[config.mk]
export PLATFORM = sky130hd
export DESIGN_NAME = acpc_dev_end_flat
export DESIGN_NICKNAME = d
export VERILOG_FILES = /design/src/common/acpc_pkg.sv /design/src/common/acpc_if.sv /design/src/hdl/acpc_dev_end.sv /design/src/flat_wrapper.sv
export VERILOG_INCLUDE_DIRS = /design/src /design/src/common
export SDC_FILE = /design/constraint.sdc
export NUM_CORES = 1
export LEC_CHECK = 0
export ABC_CLOCK_PERIOD_IN_PS = 3100
export BUFFER_PORTS_ARGS = -buffer_cell sky130_fd_sc_hd__buf_4
export CAP_MARGIN = 20
export CORE_MARGIN = 2
export CORE_UTILIZATION = 25
export DETAILED_ROUTE_END_ITERATION = 6
export GPL_ROUTABILITY_DRIVEN = 1
export PLACE_DENSITY = 0.46
export SETUP_SLACK_MARGIN = 0.4
export SLEW_MARGIN = 20
export SYNTH_ARGS = -nofsm -noshare
export SYNTH_HDL_FRONTEND = slang
export SYNTH_SLANG_ARGS = --single-unit
[constraint.sdc]
create_clock -name clk_sys -period 3.1 [get_ports clk_sys]
set_input_delay 0.155 -clock clk_sys [delete_from_list [all_inputs] [get_ports clk_sys]]
set_output_delay 0.155 -clock clk_sys [all_outputs]
set_load 0.1 [all_outputs]
[src/common/acpc_params.svh]
// register offsets, field positions, reset values and timing counts of the clock/power/calibration control
`ifndef ACPC_PARAMS_SVH
`define ACPC_PARAMS_SVH

// ------------------------------------------------------------
// register offsets
// ------------------------------------------------------------
`define ACPC_ADDR_W 12
`define ACPC_REG_PWR 12'h008
`define ACPC_REG_DIV 12'h00B
`define ACPC_REG_PHASE 12'h016
`define ACPC_REG_ALIGN 12'h100
`define ACPC_REG_STBY 12'h4FA
`define ACPC_REG_CAL 12'h4FB
`define ACPC_REG_STATUS 12'h4FC

// ------------------------------------------------------------
// field positions
// ------------------------------------------------------------
`define ACPC_DIV_DCS_BIT 7
`define ACPC_ALIGN_EVERY_BIT 1
`define ACPC_ALIGN_FIRST_BIT 2
`define ACPC_CAL_PAUSE_BIT 0

// ------------------------------------------------------------
// reset values and command values
// ------------------------------------------------------------
`define ACPC_RST_PWR 8'h00
`define ACPC_RST_DIV 8'h80
`define ACPC_RST_PHASE 8'h00
`define ACPC_RST_ALIGN 8'h00
`define ACPC_RST_STBY 8'h01
`define ACPC_RST_CAL 8'h08
`define ACPC_STBY_KEEP 8'h00
`define ACPC_CAL_KICK_FIRST 8'h0C
`define ACPC_CAL_KICK_SECOND 8'h08

// ------------------------------------------------------------
// timing
// ------------------------------------------------------------
`define ACPC_CLK_PERIOD_NS 10
`define ACPC_DCS_RELOCK_MIN_NS 1500
`define ACPC_DCS_WAIT_MAX_NS 5000
`define ACPC_DCS_RELOCK_CYC \
    ((`ACPC_DCS_RELOCK_MIN_NS + `ACPC_CLK_PERIOD_NS - 1) / `ACPC_CLK_PERIOD_NS)
`define ACPC_HOST_WAIT_CYC \
    ((`ACPC_DCS_WAIT_MAX_NS + `ACPC_CLK_PERIOD_NS - 1) / `ACPC_CLK_PERIOD_NS)
`define ACPC_CAL_PERIOD 36'h6_0000_0000
`define ACPC_CAL_FAST_DIV 64
`define ACPC_OVR_LIMIT 1000

`endif

[src/common/acpc_pkg.sv]
// types shared by both ends of the clock/power/calibration control
package acpc_pkg;

    // ------------------------------------------------------------
    // power modes, as coded in the power mode bits
    // ------------------------------------------------------------
    typedef enum logic [1:0] {
        ACPC_PM_NORMAL = 2'h0,
        ACPC_PM_DOWN = 2'h1,
        ACPC_PM_STANDBY = 2'h2,
        ACPC_PM_RSVD = 2'h3
    } acpc_pmode_t;

    // ------------------------------------------------------------
    // host commands and host states
    // ------------------------------------------------------------
    typedef enum logic [2:0] {
        ACPC_CMD_WRITE = 3'h0,
        ACPC_CMD_READ = 3'h1,
        ACPC_CMD_PAUSE = 3'h2,
        ACPC_CMD_RESUME = 3'h3,
        ACPC_CMD_FASTCAL_REG = 3'h4,
        ACPC_CMD_FASTCAL_STBY = 3'h5,
        ACPC_CMD_FASTCAL_DOWN = 3'h6
    } acpc_cmd_t;

    typedef enum logic [1:0] {
        ACPC_H_IDLE = 2'b00,
        ACPC_H_RDWAIT = 2'b01,
        ACPC_H_SECOND = 2'b11
    } acpc_hstate_t;

endpackage

[src/common/acpc_if.sv]
// link between the host controller and the converter control logic
`timescale 1ns/100ps
`default_nettype none
interface acpc_if;
    logic regStrobe;
    logic regWrite;
    logic [11:0] regAddr;
    logic [7:0] regWrData;
    logic [7:0] regRdData;
    logic regRdValid;
    logic powerDownPin;
    logic alignPulse;
    logic outDriveEn;

    modport dev (
        input regStrobe, regWrite, regAddr, regWrData, powerDownPin, alignPulse,
        output regRdData, regRdValid, outDriveEn
    );
    modport host (
        output regStrobe, regWrite, regAddr, regWrData, powerDownPin, alignPulse,
        input regRdData, regRdValid, outDriveEn
    );
endinterface
`default_nettype wire

[src/hdl/acpc_dev_end.sv]
// converter end: clock divider and alignment, power sequencing, background calibration control
`timescale 1ns/100ps
`default_nettype none
`include "acpc_params.svh"
module acpc_dev_end #(
    parameter logic [35:0] CAL_PERIOD = `ACPC_CAL_PERIOD,
    parameter int NUM_PATHS = 2
) (
    input wire logic clk_sys,
    input wire logic sys_rst,
    acpc_if.dev link,
    input wire logic [NUM_PATHS-1:0] overRange,
    input wire logic [NUM_PATHS-1:0] farOverRange,
    input wire logic clkBelowMin,
    output logic sampleTick,
    output logic dcsActive,
    output logic refPowered,
    output logic [NUM_PATHS-1:0] calUpdate,
    output logic [NUM_PATHS-1:0] calFast
);
    // ------------------------------------------------------------
    // register file
    // ------------------------------------------------------------
    logic [7:0] pwrMode, divRatio, phaseAdj, alignCtl, stbyRecov, calCtl, rdData;
    logic [7:0] next_pwrMode, next_divRatio, next_phaseAdj, next_alignCtl;
    logic [7:0] next_stbyRecov, next_calCtl, next_rdData;
    logic rdValid, next_rdValid, alignArmed, next_alignArmed, calKick;
    logic alignHit;
    acpc_pkg::acpc_pmode_t curMode, next_curMode, effMode;
    logic [1:0] calFastAny;

    always_comb begin
        next_pwrMode = pwrMode;
        next_divRatio = divRatio;
        next_phaseAdj = phaseAdj;
        next_alignCtl = alignCtl;
        next_stbyRecov = stbyRecov;
        next_calCtl = calCtl;
        next_rdData = rdData;
        next_rdValid = 1'b0;
        next_alignArmed = alignArmed & ~alignHit;
        calKick = 1'b0;
        if (link.regStrobe && link.regWrite) begin
            unique case (link.regAddr)
                `ACPC_REG_PWR: next_pwrMode = link.regWrData;
                `ACPC_REG_DIV: next_divRatio = link.regWrData;
                `ACPC_REG_PHASE: next_phaseAdj = link.regWrData;
                `ACPC_REG_ALIGN: begin
                    next_alignCtl = link.regWrData;
                    next_alignArmed = 1'b1;
                end
                `ACPC_REG_STBY: next_stbyRecov = link.regWrData;
                `ACPC_REG_CAL: begin
                    // every bit is stored so read-modify-write keeps reserved bits
                    next_calCtl = link.regWrData;
                    calKick = (calCtl == `ACPC_CAL_KICK_FIRST) &&
                              (link.regWrData == `ACPC_CAL_KICK_SECOND);
                end
                default: ;
            endcase
        end else if (link.regStrobe) begin
            next_rdValid = 1'b1;
            unique case (link.regAddr)
                `ACPC_REG_PWR: next_rdData = pwrMode;
                `ACPC_REG_DIV: next_rdData = divRatio;
                `ACPC_REG_PHASE: next_rdData = phaseAdj;
                `ACPC_REG_ALIGN: next_rdData = alignCtl;
                `ACPC_REG_STBY: next_rdData = stbyRecov;
                `ACPC_REG_CAL: next_rdData = calCtl;
                `ACPC_REG_STATUS: next_rdData = {dcsActive, alignArmed, calFastAny,
                                                 2'b00, curMode};
                default: next_rdData = 8'h00;
            endcase
        end
    end

    always_ff @(posedge clk_sys) begin
        if (sys_rst) begin
            pwrMode <= `ACPC_RST_PWR;
            divRatio <= `ACPC_RST_DIV;
            phaseAdj <= `ACPC_RST_PHASE;
            alignCtl <= `ACPC_RST_ALIGN;
            stbyRecov <= `ACPC_RST_STBY;
            calCtl <= `ACPC_RST_CAL;
            rdData <= 8'h00;
            rdValid <= 1'b0;
            alignArmed <= 1'b0;
        end else begin
            pwrMode <= next_pwrMode;
            divRatio <= next_divRatio;
            phaseAdj <= next_phaseAdj;
            alignCtl <= next_alignCtl;
            stbyRecov <= next_stbyRecov;
            calCtl <= next_calCtl;
            rdData <= next_rdData;
            rdValid <= next_rdValid;
            alignArmed <= next_alignArmed;
        end
    end

    assign link.regRdData = rdData;
    assign link.regRdValid = rdValid;
    assign calFastAny = {1'b0, |calFast};

    // ------------------------------------------------------------
    // pin synchronisers and align edge
    // ------------------------------------------------------------
    logic [1:0] pdSync, alSync;
    logic alPrev, alRise;

    always_ff @(posedge clk_sys) begin
        if (sys_rst) begin
            pdSync <= 2'b00;
            alSync <= 2'b00;
            alPrev <= 1'b0;
        end else begin
            pdSync <= {pdSync[0], link.powerDownPin};
            alSync <= {alSync[0], link.alignPulse};
            alPrev <= alSync[1];
        end
    end

    assign alRise = alSync[1] & ~alPrev;

    // ------------------------------------------------------------
    // clock divider
    // ------------------------------------------------------------
    logic [2:0] divCnt, next_divCnt, divMax;
    logic next_sampleTick;

    assign divMax = 3'((4'd1 << divRatio[1:0]) - 4'd1);
    assign alignHit = alRise && (alignCtl[`ACPC_ALIGN_EVERY_BIT] ||
                      (alignCtl[`ACPC_ALIGN_FIRST_BIT] && alignArmed));

    always_comb begin
        if (alignHit) begin
            // restart then slip by whole input cycles; no effect when dividing by 1
            next_divCnt = phaseAdj[2:0] & divMax;
        end else if (divCnt >= divMax) begin
            next_divCnt = 3'd0;
        end else begin
            next_divCnt = divCnt + 3'd1;
        end
        next_sampleTick = (next_divCnt == 3'd0) && (curMode != acpc_pkg::ACPC_PM_DOWN);
    end

    always_ff @(posedge clk_sys) begin
        if (sys_rst) begin
            divCnt <= 3'd0;
            sampleTick <= 1'b0;
        end else begin
            divCnt <= next_divCnt;
            sampleTick <= next_sampleTick;
        end
    end

    // ------------------------------------------------------------
    // power modes and stabilizer lock
    // ------------------------------------------------------------
    logic leaving, wakeFast;
    logic [1:0] lastRatio;
    logic [9:0] relockCnt, next_relockCnt;

    always_comb begin
        if (pdSync[1]) begin
            effMode = (pwrMode[1:0] == 2'h2) ? acpc_pkg::ACPC_PM_STANDBY
                                            : acpc_pkg::ACPC_PM_DOWN;
        end else if (pwrMode[1:0] == 2'h0) begin
            effMode = acpc_pkg::ACPC_PM_NORMAL;
        end else begin
            effMode = (pwrMode[1:0] == 2'h2) ? acpc_pkg::ACPC_PM_STANDBY
                                            : acpc_pkg::ACPC_PM_DOWN;
        end
        next_curMode = effMode;
        leaving = (curMode != acpc_pkg::ACPC_PM_NORMAL) &&
                  (effMode == acpc_pkg::ACPC_PM_NORMAL);
        wakeFast = leaving && !((curMode == acpc_pkg::ACPC_PM_STANDBY) &&
                   (stbyRecov == `ACPC_STBY_KEEP));
        // a ratio change or a clock restart means the loop must relock
        if ((divRatio[1:0] != lastRatio) || (leaving && curMode == acpc_pkg::ACPC_PM_DOWN)) begin
            next_relockCnt = 10'(`ACPC_DCS_RELOCK_CYC);
        end else if (relockCnt != 10'd0) begin
            next_relockCnt = relockCnt - 10'd1;
        end else begin
            next_relockCnt = relockCnt;
        end
    end

    always_ff @(posedge clk_sys) begin
        if (sys_rst) begin
            curMode <= acpc_pkg::ACPC_PM_NORMAL;
            lastRatio <= 2'b00;
            relockCnt <= 10'd0;
        end else begin
            curMode <= next_curMode;
            lastRatio <= divRatio[1:0];
            relockCnt <= next_relockCnt;
        end
    end

    assign link.outDriveEn = (curMode != acpc_pkg::ACPC_PM_DOWN);
    assign refPowered = (curMode != acpc_pkg::ACPC_PM_DOWN);
    // high means the falling edge is regenerated for half duty; low means input edges pass
    assign dcsActive = divRatio[`ACPC_DIV_DCS_BIT] && (relockCnt == 10'd0) &&
                       !clkBelowMin && (curMode != acpc_pkg::ACPC_PM_DOWN);

    // ------------------------------------------------------------
    // background calibration, one engine per path
    // ------------------------------------------------------------
    logic calRun;
    assign calRun = sampleTick && !calCtl[`ACPC_CAL_PAUSE_BIT] &&
                    (curMode == acpc_pkg::ACPC_PM_NORMAL);

    for (genvar p = 0; p < NUM_PATHS; p++) begin : g_path
        logic [35:0] cnt, next_cnt, period;
        logic [9:0] ovr, next_ovr;
        logic blocked, next_blocked, fast, next_fast, next_update;

        always_comb begin
            period = fast ? (CAL_PERIOD / 36'(`ACPC_CAL_FAST_DIV)) : CAL_PERIOD;
            next_cnt = cnt;
            next_ovr = ovr;
            next_blocked = blocked;
            next_fast = fast;
            next_update = 1'b0;
            if (calKick || wakeFast) begin
                next_cnt = 36'd0;
                next_ovr = 10'd0;
                next_blocked = 1'b0;
                next_fast = 1'b1;
            end else if (calRun) begin
                if (farOverRange[p]) begin
                    next_blocked = 1'b1;
                end
                if (overRange[p] && (ovr == 10'(`ACPC_OVR_LIMIT - 1))) begin
                    next_cnt = 36'd0;
                    next_ovr = 10'd0;
                    next_blocked = 1'b0;
                end else if (cnt == period - 36'd1) begin
                    next_update = !(blocked || farOverRange[p]);
                    next_fast = 1'b0;
                    next_cnt = 36'd0;
                    next_ovr = 10'd0;
                    next_blocked = 1'b0;
                end else begin
                    next_cnt = cnt + 36'd1;
                    next_ovr = ovr + 10'(overRange[p]);
                end
            end
        end

        always_ff @(posedge clk_sys) begin
            if (sys_rst) begin
                cnt <= 36'd0;
                ovr <= 10'd0;
                blocked <= 1'b0;
                fast <= 1'b1;
                calUpdate[p] <= 1'b0;
            end else begin
                cnt <= next_cnt;
                ovr <= next_ovr;
                blocked <= next_blocked;
                fast <= next_fast;
                calUpdate[p] <= next_update;
            end
        end

        assign calFast[p] = fast;
    end
endmodule // acpc_dev_end
`default_nettype wire

[src/flat_wrapper.sv]
// flat-port wrapper written by rule: the top's interface ports become plain ports
module acpc_dev_end_flat 
#(
    parameter logic [35:0] CAL_PERIOD = `ACPC_CAL_PERIOD,
    parameter int NUM_PATHS = 2
)
  (clk_sys, sys_rst, overRange, farOverRange, clkBelowMin, sampleTick, dcsActive, refPowered, calUpdate, calFast, link_regStrobe, link_regWrite, link_regAddr, link_regWrData, link_powerDownPin, link_alignPulse, link_regRdData, link_regRdValid, link_outDriveEn);
  acpc_if link_i ();
  input wire logic clk_sys;
  input wire logic sys_rst;
  input wire logic [NUM_PATHS-1:0] overRange;
  input wire logic [NUM_PATHS-1:0] farOverRange;
  input wire logic clkBelowMin;
  output logic sampleTick;
  output logic dcsActive;
  output logic refPowered;
  output logic [NUM_PATHS-1:0] calUpdate;
  output logic [NUM_PATHS-1:0] calFast;
  input wire logic [$bits(link_i.regStrobe)-1:0] link_regStrobe;
  input wire logic [$bits(link_i.regWrite)-1:0] link_regWrite;
  input wire logic [$bits(link_i.regAddr)-1:0] link_regAddr;
  input wire logic [$bits(link_i.regWrData)-1:0] link_regWrData;
  input wire logic [$bits(link_i.powerDownPin)-1:0] link_powerDownPin;
  input wire logic [$bits(link_i.alignPulse)-1:0] link_alignPulse;
  output wire logic [$bits(link_i.regRdData)-1:0] link_regRdData;
  output wire logic [$bits(link_i.regRdValid)-1:0] link_regRdValid;
  output wire logic [$bits(link_i.outDriveEn)-1:0] link_outDriveEn;
  assign link_i.regStrobe = link_regStrobe;
  assign link_i.regWrite = link_regWrite;
  assign link_i.regAddr = link_regAddr;
  assign link_i.regWrData = link_regWrData;
  assign link_i.powerDownPin = link_powerDownPin;
  assign link_i.alignPulse = link_alignPulse;
  assign link_regRdData = link_i.regRdData;
  assign link_regRdValid = link_i.regRdValid;
  assign link_outDriveEn = link_i.outDriveEn;
  acpc_dev_end #(.CAL_PERIOD(CAL_PERIOD), .NUM_PATHS(NUM_PATHS)) u_core (.clk_sys(clk_sys), .sys_rst(sys_rst), .link(link_i), .overRange(overRange), .farOverRange(farOverRange), .clkBelowMin(clkBelowMin), .sampleTick(sampleTick), .dcsActive(dcsActive), .refPowered(refPowered), .calUpdate(calUpdate), .calFast(calFast));
endmodule
== Word-level counts from Yosys, hierarchy flattened ==
Cells that the tools add are included.

* Multiply operators: 0
* Div/mod/pow operators: 0
* Add/subtract/negate cells: 9
* Bitwise logic cells: 11
* Order comparisons: 1
* Multiplexer cells: 29
* Shift-type cells: 1
* Eq/ne operators: 18
* Reduce and logical (&&, ||, !) cells: 54

{| class="wikitable"
|+ Operators with widths
! kind !! count
|-
| 2-to-1 mux 36 bit || 4
|-
| adder 36 x 1 -> 36 bit (second input constant) || 2
|-
| == test 36 bit || 2
|-
| subtractor 36 x 1 -> 36 bit (second input constant) || 2
|-
| 2-to-1 mux 35 bit || 2
|-
| one-hot mux 8 bit (7 select lines) || 1
|-
| 2-to-1 mux 10 bit || 4
|-
| == test 12 x 11 -> 1 bit (second input constant) || 3
|-
| == test 12 x 4 -> 1 bit (second input constant) || 2
|-
| adder 10 x 1 -> 10 bit || 2
|-
| == test 10 bit (second input constant) || 2
|-
| AND reduction 2 bit || 9
|-
| == test 8 x 4 -> 1 bit (second input constant) || 2
|-
| logical AND 1 bit || 16
|-
| 2-to-1 mux 8 bit || 2
|-
| == test 12 x 5 -> 1 bit (second input constant) || 1
|-
| == test 12 x 9 -> 1 bit (second input constant) || 1
|-
| 2-to-1 mux 1 bit || 11
|-
| zero test 10 bit || 1
|-
| nonzero test 10 bit || 1
|-
| OR reduction 5 bit || 2
|-
| subtractor 10 x 1 -> 10 bit (second input constant) || 1
|-
| zero test 8 bit || 1
|-
| NOT 1 bit || 8
|-
| 20 further kinds || 41
|}

* Logic and storage cells: 151
* Bits in latches: 0
* Memories kept: 0
* Bits in read-only memories: 0
* Output and inout bits: 17
* Memory bits (writable): 0
* Register bits after elaboration: 179

== Logic depth before layout (Yosys ltp) ==
* Word-level depth: 9
* Depth in mapped cells: 9
* Mapped depth without buffers: 8

== Worst setup path before layout ==
No wires, ideal clock.

* Path type: reg2reg
* Start point: register u_core.relockCnt[2]
* End point: register u_core.rdData[7], in the netlist u_core.link.regRdData[7]
* Clock period less this slack: 4821 ps
* Data arrival time: 4735 ps
* Path slack: -1721 ps
* Data required time: 3014 ps
* Buffers on the path: 0
* Stages on the path, launching flop included: 6
* Path through: dfxtp_1 > nor4_1 > nand3_1 > nor4b_1 > a21oi_1 > a22oi_1

* Cells in the longest elaborated chain, start to end: 5

{| class="wikitable"
|+ RTL lines
! element !! RTL line !! text
|-
| from (decl) || acpc_dev_end.sv:162 || <nowiki>logic [9:0] relockCnt, next_relockCnt;</nowiki>
|-
| from (signal assigned) || acpc_dev_end.sv:197 || <nowiki>relockCnt <= next_relockCnt;</nowiki>
|-
| zero test 10 bit || acpc_dev_end.sv:204 || <nowiki>assign dcsActive = divRatio[`ACPC_DIV_DCS_BIT] && (relockCnt == 10'd0) &&</nowiki>
|-
| logical AND 1 bit (3 in a row) || acpc_dev_end.sv:204 ||
|-
| via dcsActive || flat_wrapper.sv:15 || <nowiki>output logic dcsActive;</nowiki>
|-
| one-hot mux 8 bit (7 select lines) || acpc_dev_end.sv:63 || <nowiki>unique case (link.regAddr)</nowiki>
|-
| to (signal assigned) || acpc_dev_end.sv:95 || <nowiki>rdData <= next_rdData;</nowiki>
|-
| to (decl) || acpc_dev_end.sv:24 || <nowiki>logic [7:0] pwrMode, divRatio, phaseAdj, alignCtl, stbyRecov, calCtl, rdData;</nowiki>
|}

The timed path passes the listed nets, and every way through them passes these cells.
A chain may end at the register's enable or synchronous reset.

== Worst setup path in the final report ==
* Start point: register u_core.g_path[0].cnt[8]
* End point: register u_core.g_path[0].cnt[30]

* Cells in the longest elaborated chain, start to end: 3

{| class="wikitable"
|+ RTL lines
! element !! RTL line !! text
|-
| from (decl) || acpc_dev_end.sv:215 || <nowiki>logic [35:0] cnt, next_cnt, period;</nowiki>
|-
| from (signal assigned) || acpc_dev_end.sv:260 || <nowiki>cnt <= next_cnt;</nowiki>
|-
| adder 36 x 1 -> 36 bit or == test 36 bit (tied branches) || acpc_dev_end.sv:246, acpc_dev_end.sv:239 ||
|-
| 2-to-1 mux 36 bit (*) || acpc_dev_end.sv:239 || <nowiki>end else if (cnt == period - 36'd1) begin</nowiki>
|-
| 2-to-1 mux 36 bit (*) || acpc_dev_end.sv:235 || <nowiki>if (overRange[p] && (ovr == 10'(`ACPC_OVR_LIMIT - 1))) begin</nowiki>
|}

Mark *: on every way between the ends. The rest lies on a longest branch, timed or not.

==> flow_summary.toml <==
[pwr]
total_power_mw = 5.11
ir_drop_uv = 375
p_sw_share_pct = 28.1
p_leak_nw = 3.54
seq_power_share_pct = 47.1
switchingPower_mw = 1.43
power_density_nw_per_um2 = 507
pwr-share-clk_pct = 41.7
p_comb_share_pct = 11.2
p_int_mw = 3.68

[clock_network]
cts_tree = "built"
numCtsBuffers = 17
clock-root-buffer = "clkbuf_16"
path_clk_slew_ps = 70
cts_buffer_depth = 2
htree_levels = 4
cts_num_sinks = 179
clkLatencyLatePin_ps = 440

[setup_path]
crit_fanout = 5
arrival_ps = 2990
critical_path_class = "flop to flop"
worstSetupStartpointType = "flop"
required_ps = 3470
critPathCaptureType = "flop"

[place]
place_hpwl_um = 15500
port_buffers = 47
finalWeightedCongestion = 0.785
place_ws_ps = 330

[layout]
antenna_cells = 0
syn2layout_area_growth_pct = 19.8
fillers = 3626
drive_gt1_share_pct = 13.0
final_nets = 1108

[route]
vias_per_cell = 4.70
wl_per_cell_um = 14.4
ant_nets = 0
drt-total-wl_um = 22000
drc = 0
drtIter0Drc = 412
dr.pass1.iters = 4
via_count = 7175

[timing]
fin_crit_sh_pct = 84.4
fin_setup_tns_ps = 0
rsz0062_at_grt = "yes"
fmax_mhz = 382
drv_slew = 0
setup_viol = 0
whs_ps = 25.0
finalHoldViolations = 0
final.min_clock_period_ps = 2620
finClkSkew_ps = 18.9
fin_ws_ps = 483
worst_pin_slew_ps = 846
maxSlewHeadroom_pct = 43.1

[floorplanning]
dieArea_um2 = 35200
initial_core_util_pct = 25.3
core_area_um2 = 33400
die_w_um = 188
io_pins = 48
die_y_um = 188
num_rows = 67

[job]
cap_violations = 0

[logic_synthesis]
yosysSeqAreaShare_pct = 42.5
synth_edf_count = 0
synth_common_cells = "dfxtp_1, nor2_1, nand2_1"
yosys.area.top_type = "dfxtp_1"
synth_cell_types = 62
async_reset_ff_share_pct = 0
synthCells = 1000
synth_top_area_share_pct = 42.5
syn_avg_cell_area_um2 = 8.43
synthTopCellsByArea = "dfxtp_1, nor2_1, mux2i_1"
yosysMostFrequentCell = "dfxtp_1"
yosysWarnings = 0
synth_ff_type = "dfxtp_1"
syn_nets = 1043
ys_seq_elements = 179
syn_area_um2 = 8430

[global_routing]
antenna_found_initial = 0
grt_max_degree = 43
grt_overflow = 0
grt.total_usage_pct = 12.9
grt_pass1_wl_um = 36900
grt_pass1_vias = 6978

[worst_hold_path]
hp-class = "primary input to flop"

[outcome]
run_status = "finished clean"
final timing paths:
kind                                               start                       end  slack (ps)  cells past startpoint
worst min-delay path                   link_regWrData[0]       u_core.stbyRecov[0]          20                      3
worst max-delay path             u_core.g_path[0].cnt[8]  u_core.g_path[0].cnt[30]         480                      6
worst min register to register  u_core.g_path[0].blocked       u_core.calUpdate[0]         420                      1
worst max register to register   u_core.g_path[0].cnt[8]  u_core.g_path[0].cnt[30]         480                      6
critical path, stage by stage (launching register included):
cell and delay (ps):
dfxtp_1 420, nand4_1 190, or4_4 590, or4_4 570
or4_1 470, a21o_1 200, a21oi_2 110
routing by layer:
layer  vias to the layer above  global-route usage [%]  routed length, µm  part of all wire, %
met2                       102                    20.7              10100                   46
li1                       3681                       -                  -                    -
met4                         0                    4.75                396                  1.8
met3                        29                    2.30                625                  2.8
met5                         -                       0                  0                    0
met1                      3363                    17.3              10900                   49
layout make-up:
type,instances,area (µm²),area share (%)
Timing Repair Buffer,85,671,6.65
Multi-Input combinational cell,762,4620,45.7
Clock inverter,14,144,1.43
Tap cell,448,561,5.55
Clock buffer,18,439,4.35
Inverter,20,75.1,0.744
Sequential cell,179,3590,35.5
state kept, by name (all words and copies together), names as in the netlist, 3 cells and up:
register and flops:
u_core.g_path.cnt 72, u_core.g_path.ovr 20, u_core.relockCnt 10, u_core.alignCtl 8
u_core.calCtl 8, u_core.divRatio 8, u_core.link.regRdData 8, u_core.phaseAdj 8
u_core.pwrMode 8, u_core.stbyRecov 8, u_core.divCnt 3
power by group through the flow:
stage,Clock (mW),Sequential (mW),Combinational (mW)
after floorplan,0,2.46,0.395
after detailed placement,0,2.46,0.568
after global placement,0,2.46,0.567
after CTS,2.22,2.41,0.579
after global routing,2.32,2.42,0.636
final,2.13,2.41,0.572
repair_timing:
item / 4_1_cts / 5_1_grt
setup buffers: 0 / 3
pin swaps: 0 / 3
hold buffers: 8 / 0
resized for setup: 4 / 1
hold endpoints to repair: 9 / 0
endpoints found under the setup margin: 33 / 40
kinds of logic after synthesis:
| family | Yosys count | synth area share, % |
|---|---|---|
| and+or+nand+nor | 499 | 29.5 |
| DFF | 179 | 42.5 |
| AOI/OAI and AO/OA | 135 | 10.3 |
| xor gates and xnor gates | 71 | 7.38 |
| buffers and inverters | 59 | 3.15 |
| muxes | 45 | 5.35 |
| adders and majority gates | 12 | 1.78 |
placed cells by master (no fill, tap or decap), types with 5 or more instances in the layout:
cell	count
or2_2	8
nor2_1	161
and2_1	6
nand4b_1	6
nand3_1	55
nand2b_1	6
a21oi_1	43
and4_1	6
o21ai_0	22
clkbuf_16	17
a31oi_1	15
inv_1	20
nor3_1	25
a21o_1	5
a22o_1	8
or3_1	10
xor2_1	31
a221oi_1	5
mux2i_1	45
nor2b_1	15
and3_1	17
dfxtp_1	176
a22oi_1	10
buf_4	76
or4_1	7
xnor2_1	40
nand2_1	96
nor4_1	24
nand4_1	29
dlygate4sd3_1	8
a211oi_1	7
ha_1	11
per-stage QoR:
| stage | util (%) | std cells | area, µm² |
|---|---|---|---|
| after floorplan | - | 1000 | 8440 |
| after global placement | 28.1 | 1483 | 9390 |
| after detailed placement | 28.1 | 1483 | 9390 |
| after CTS | 30.2 | 1523 | 10100 |
| after global routing | 30.2 | 1526 | 10100 |
| final | 30.2 | 1526 | 10100 |
Power figures use the tool's default switching activity.
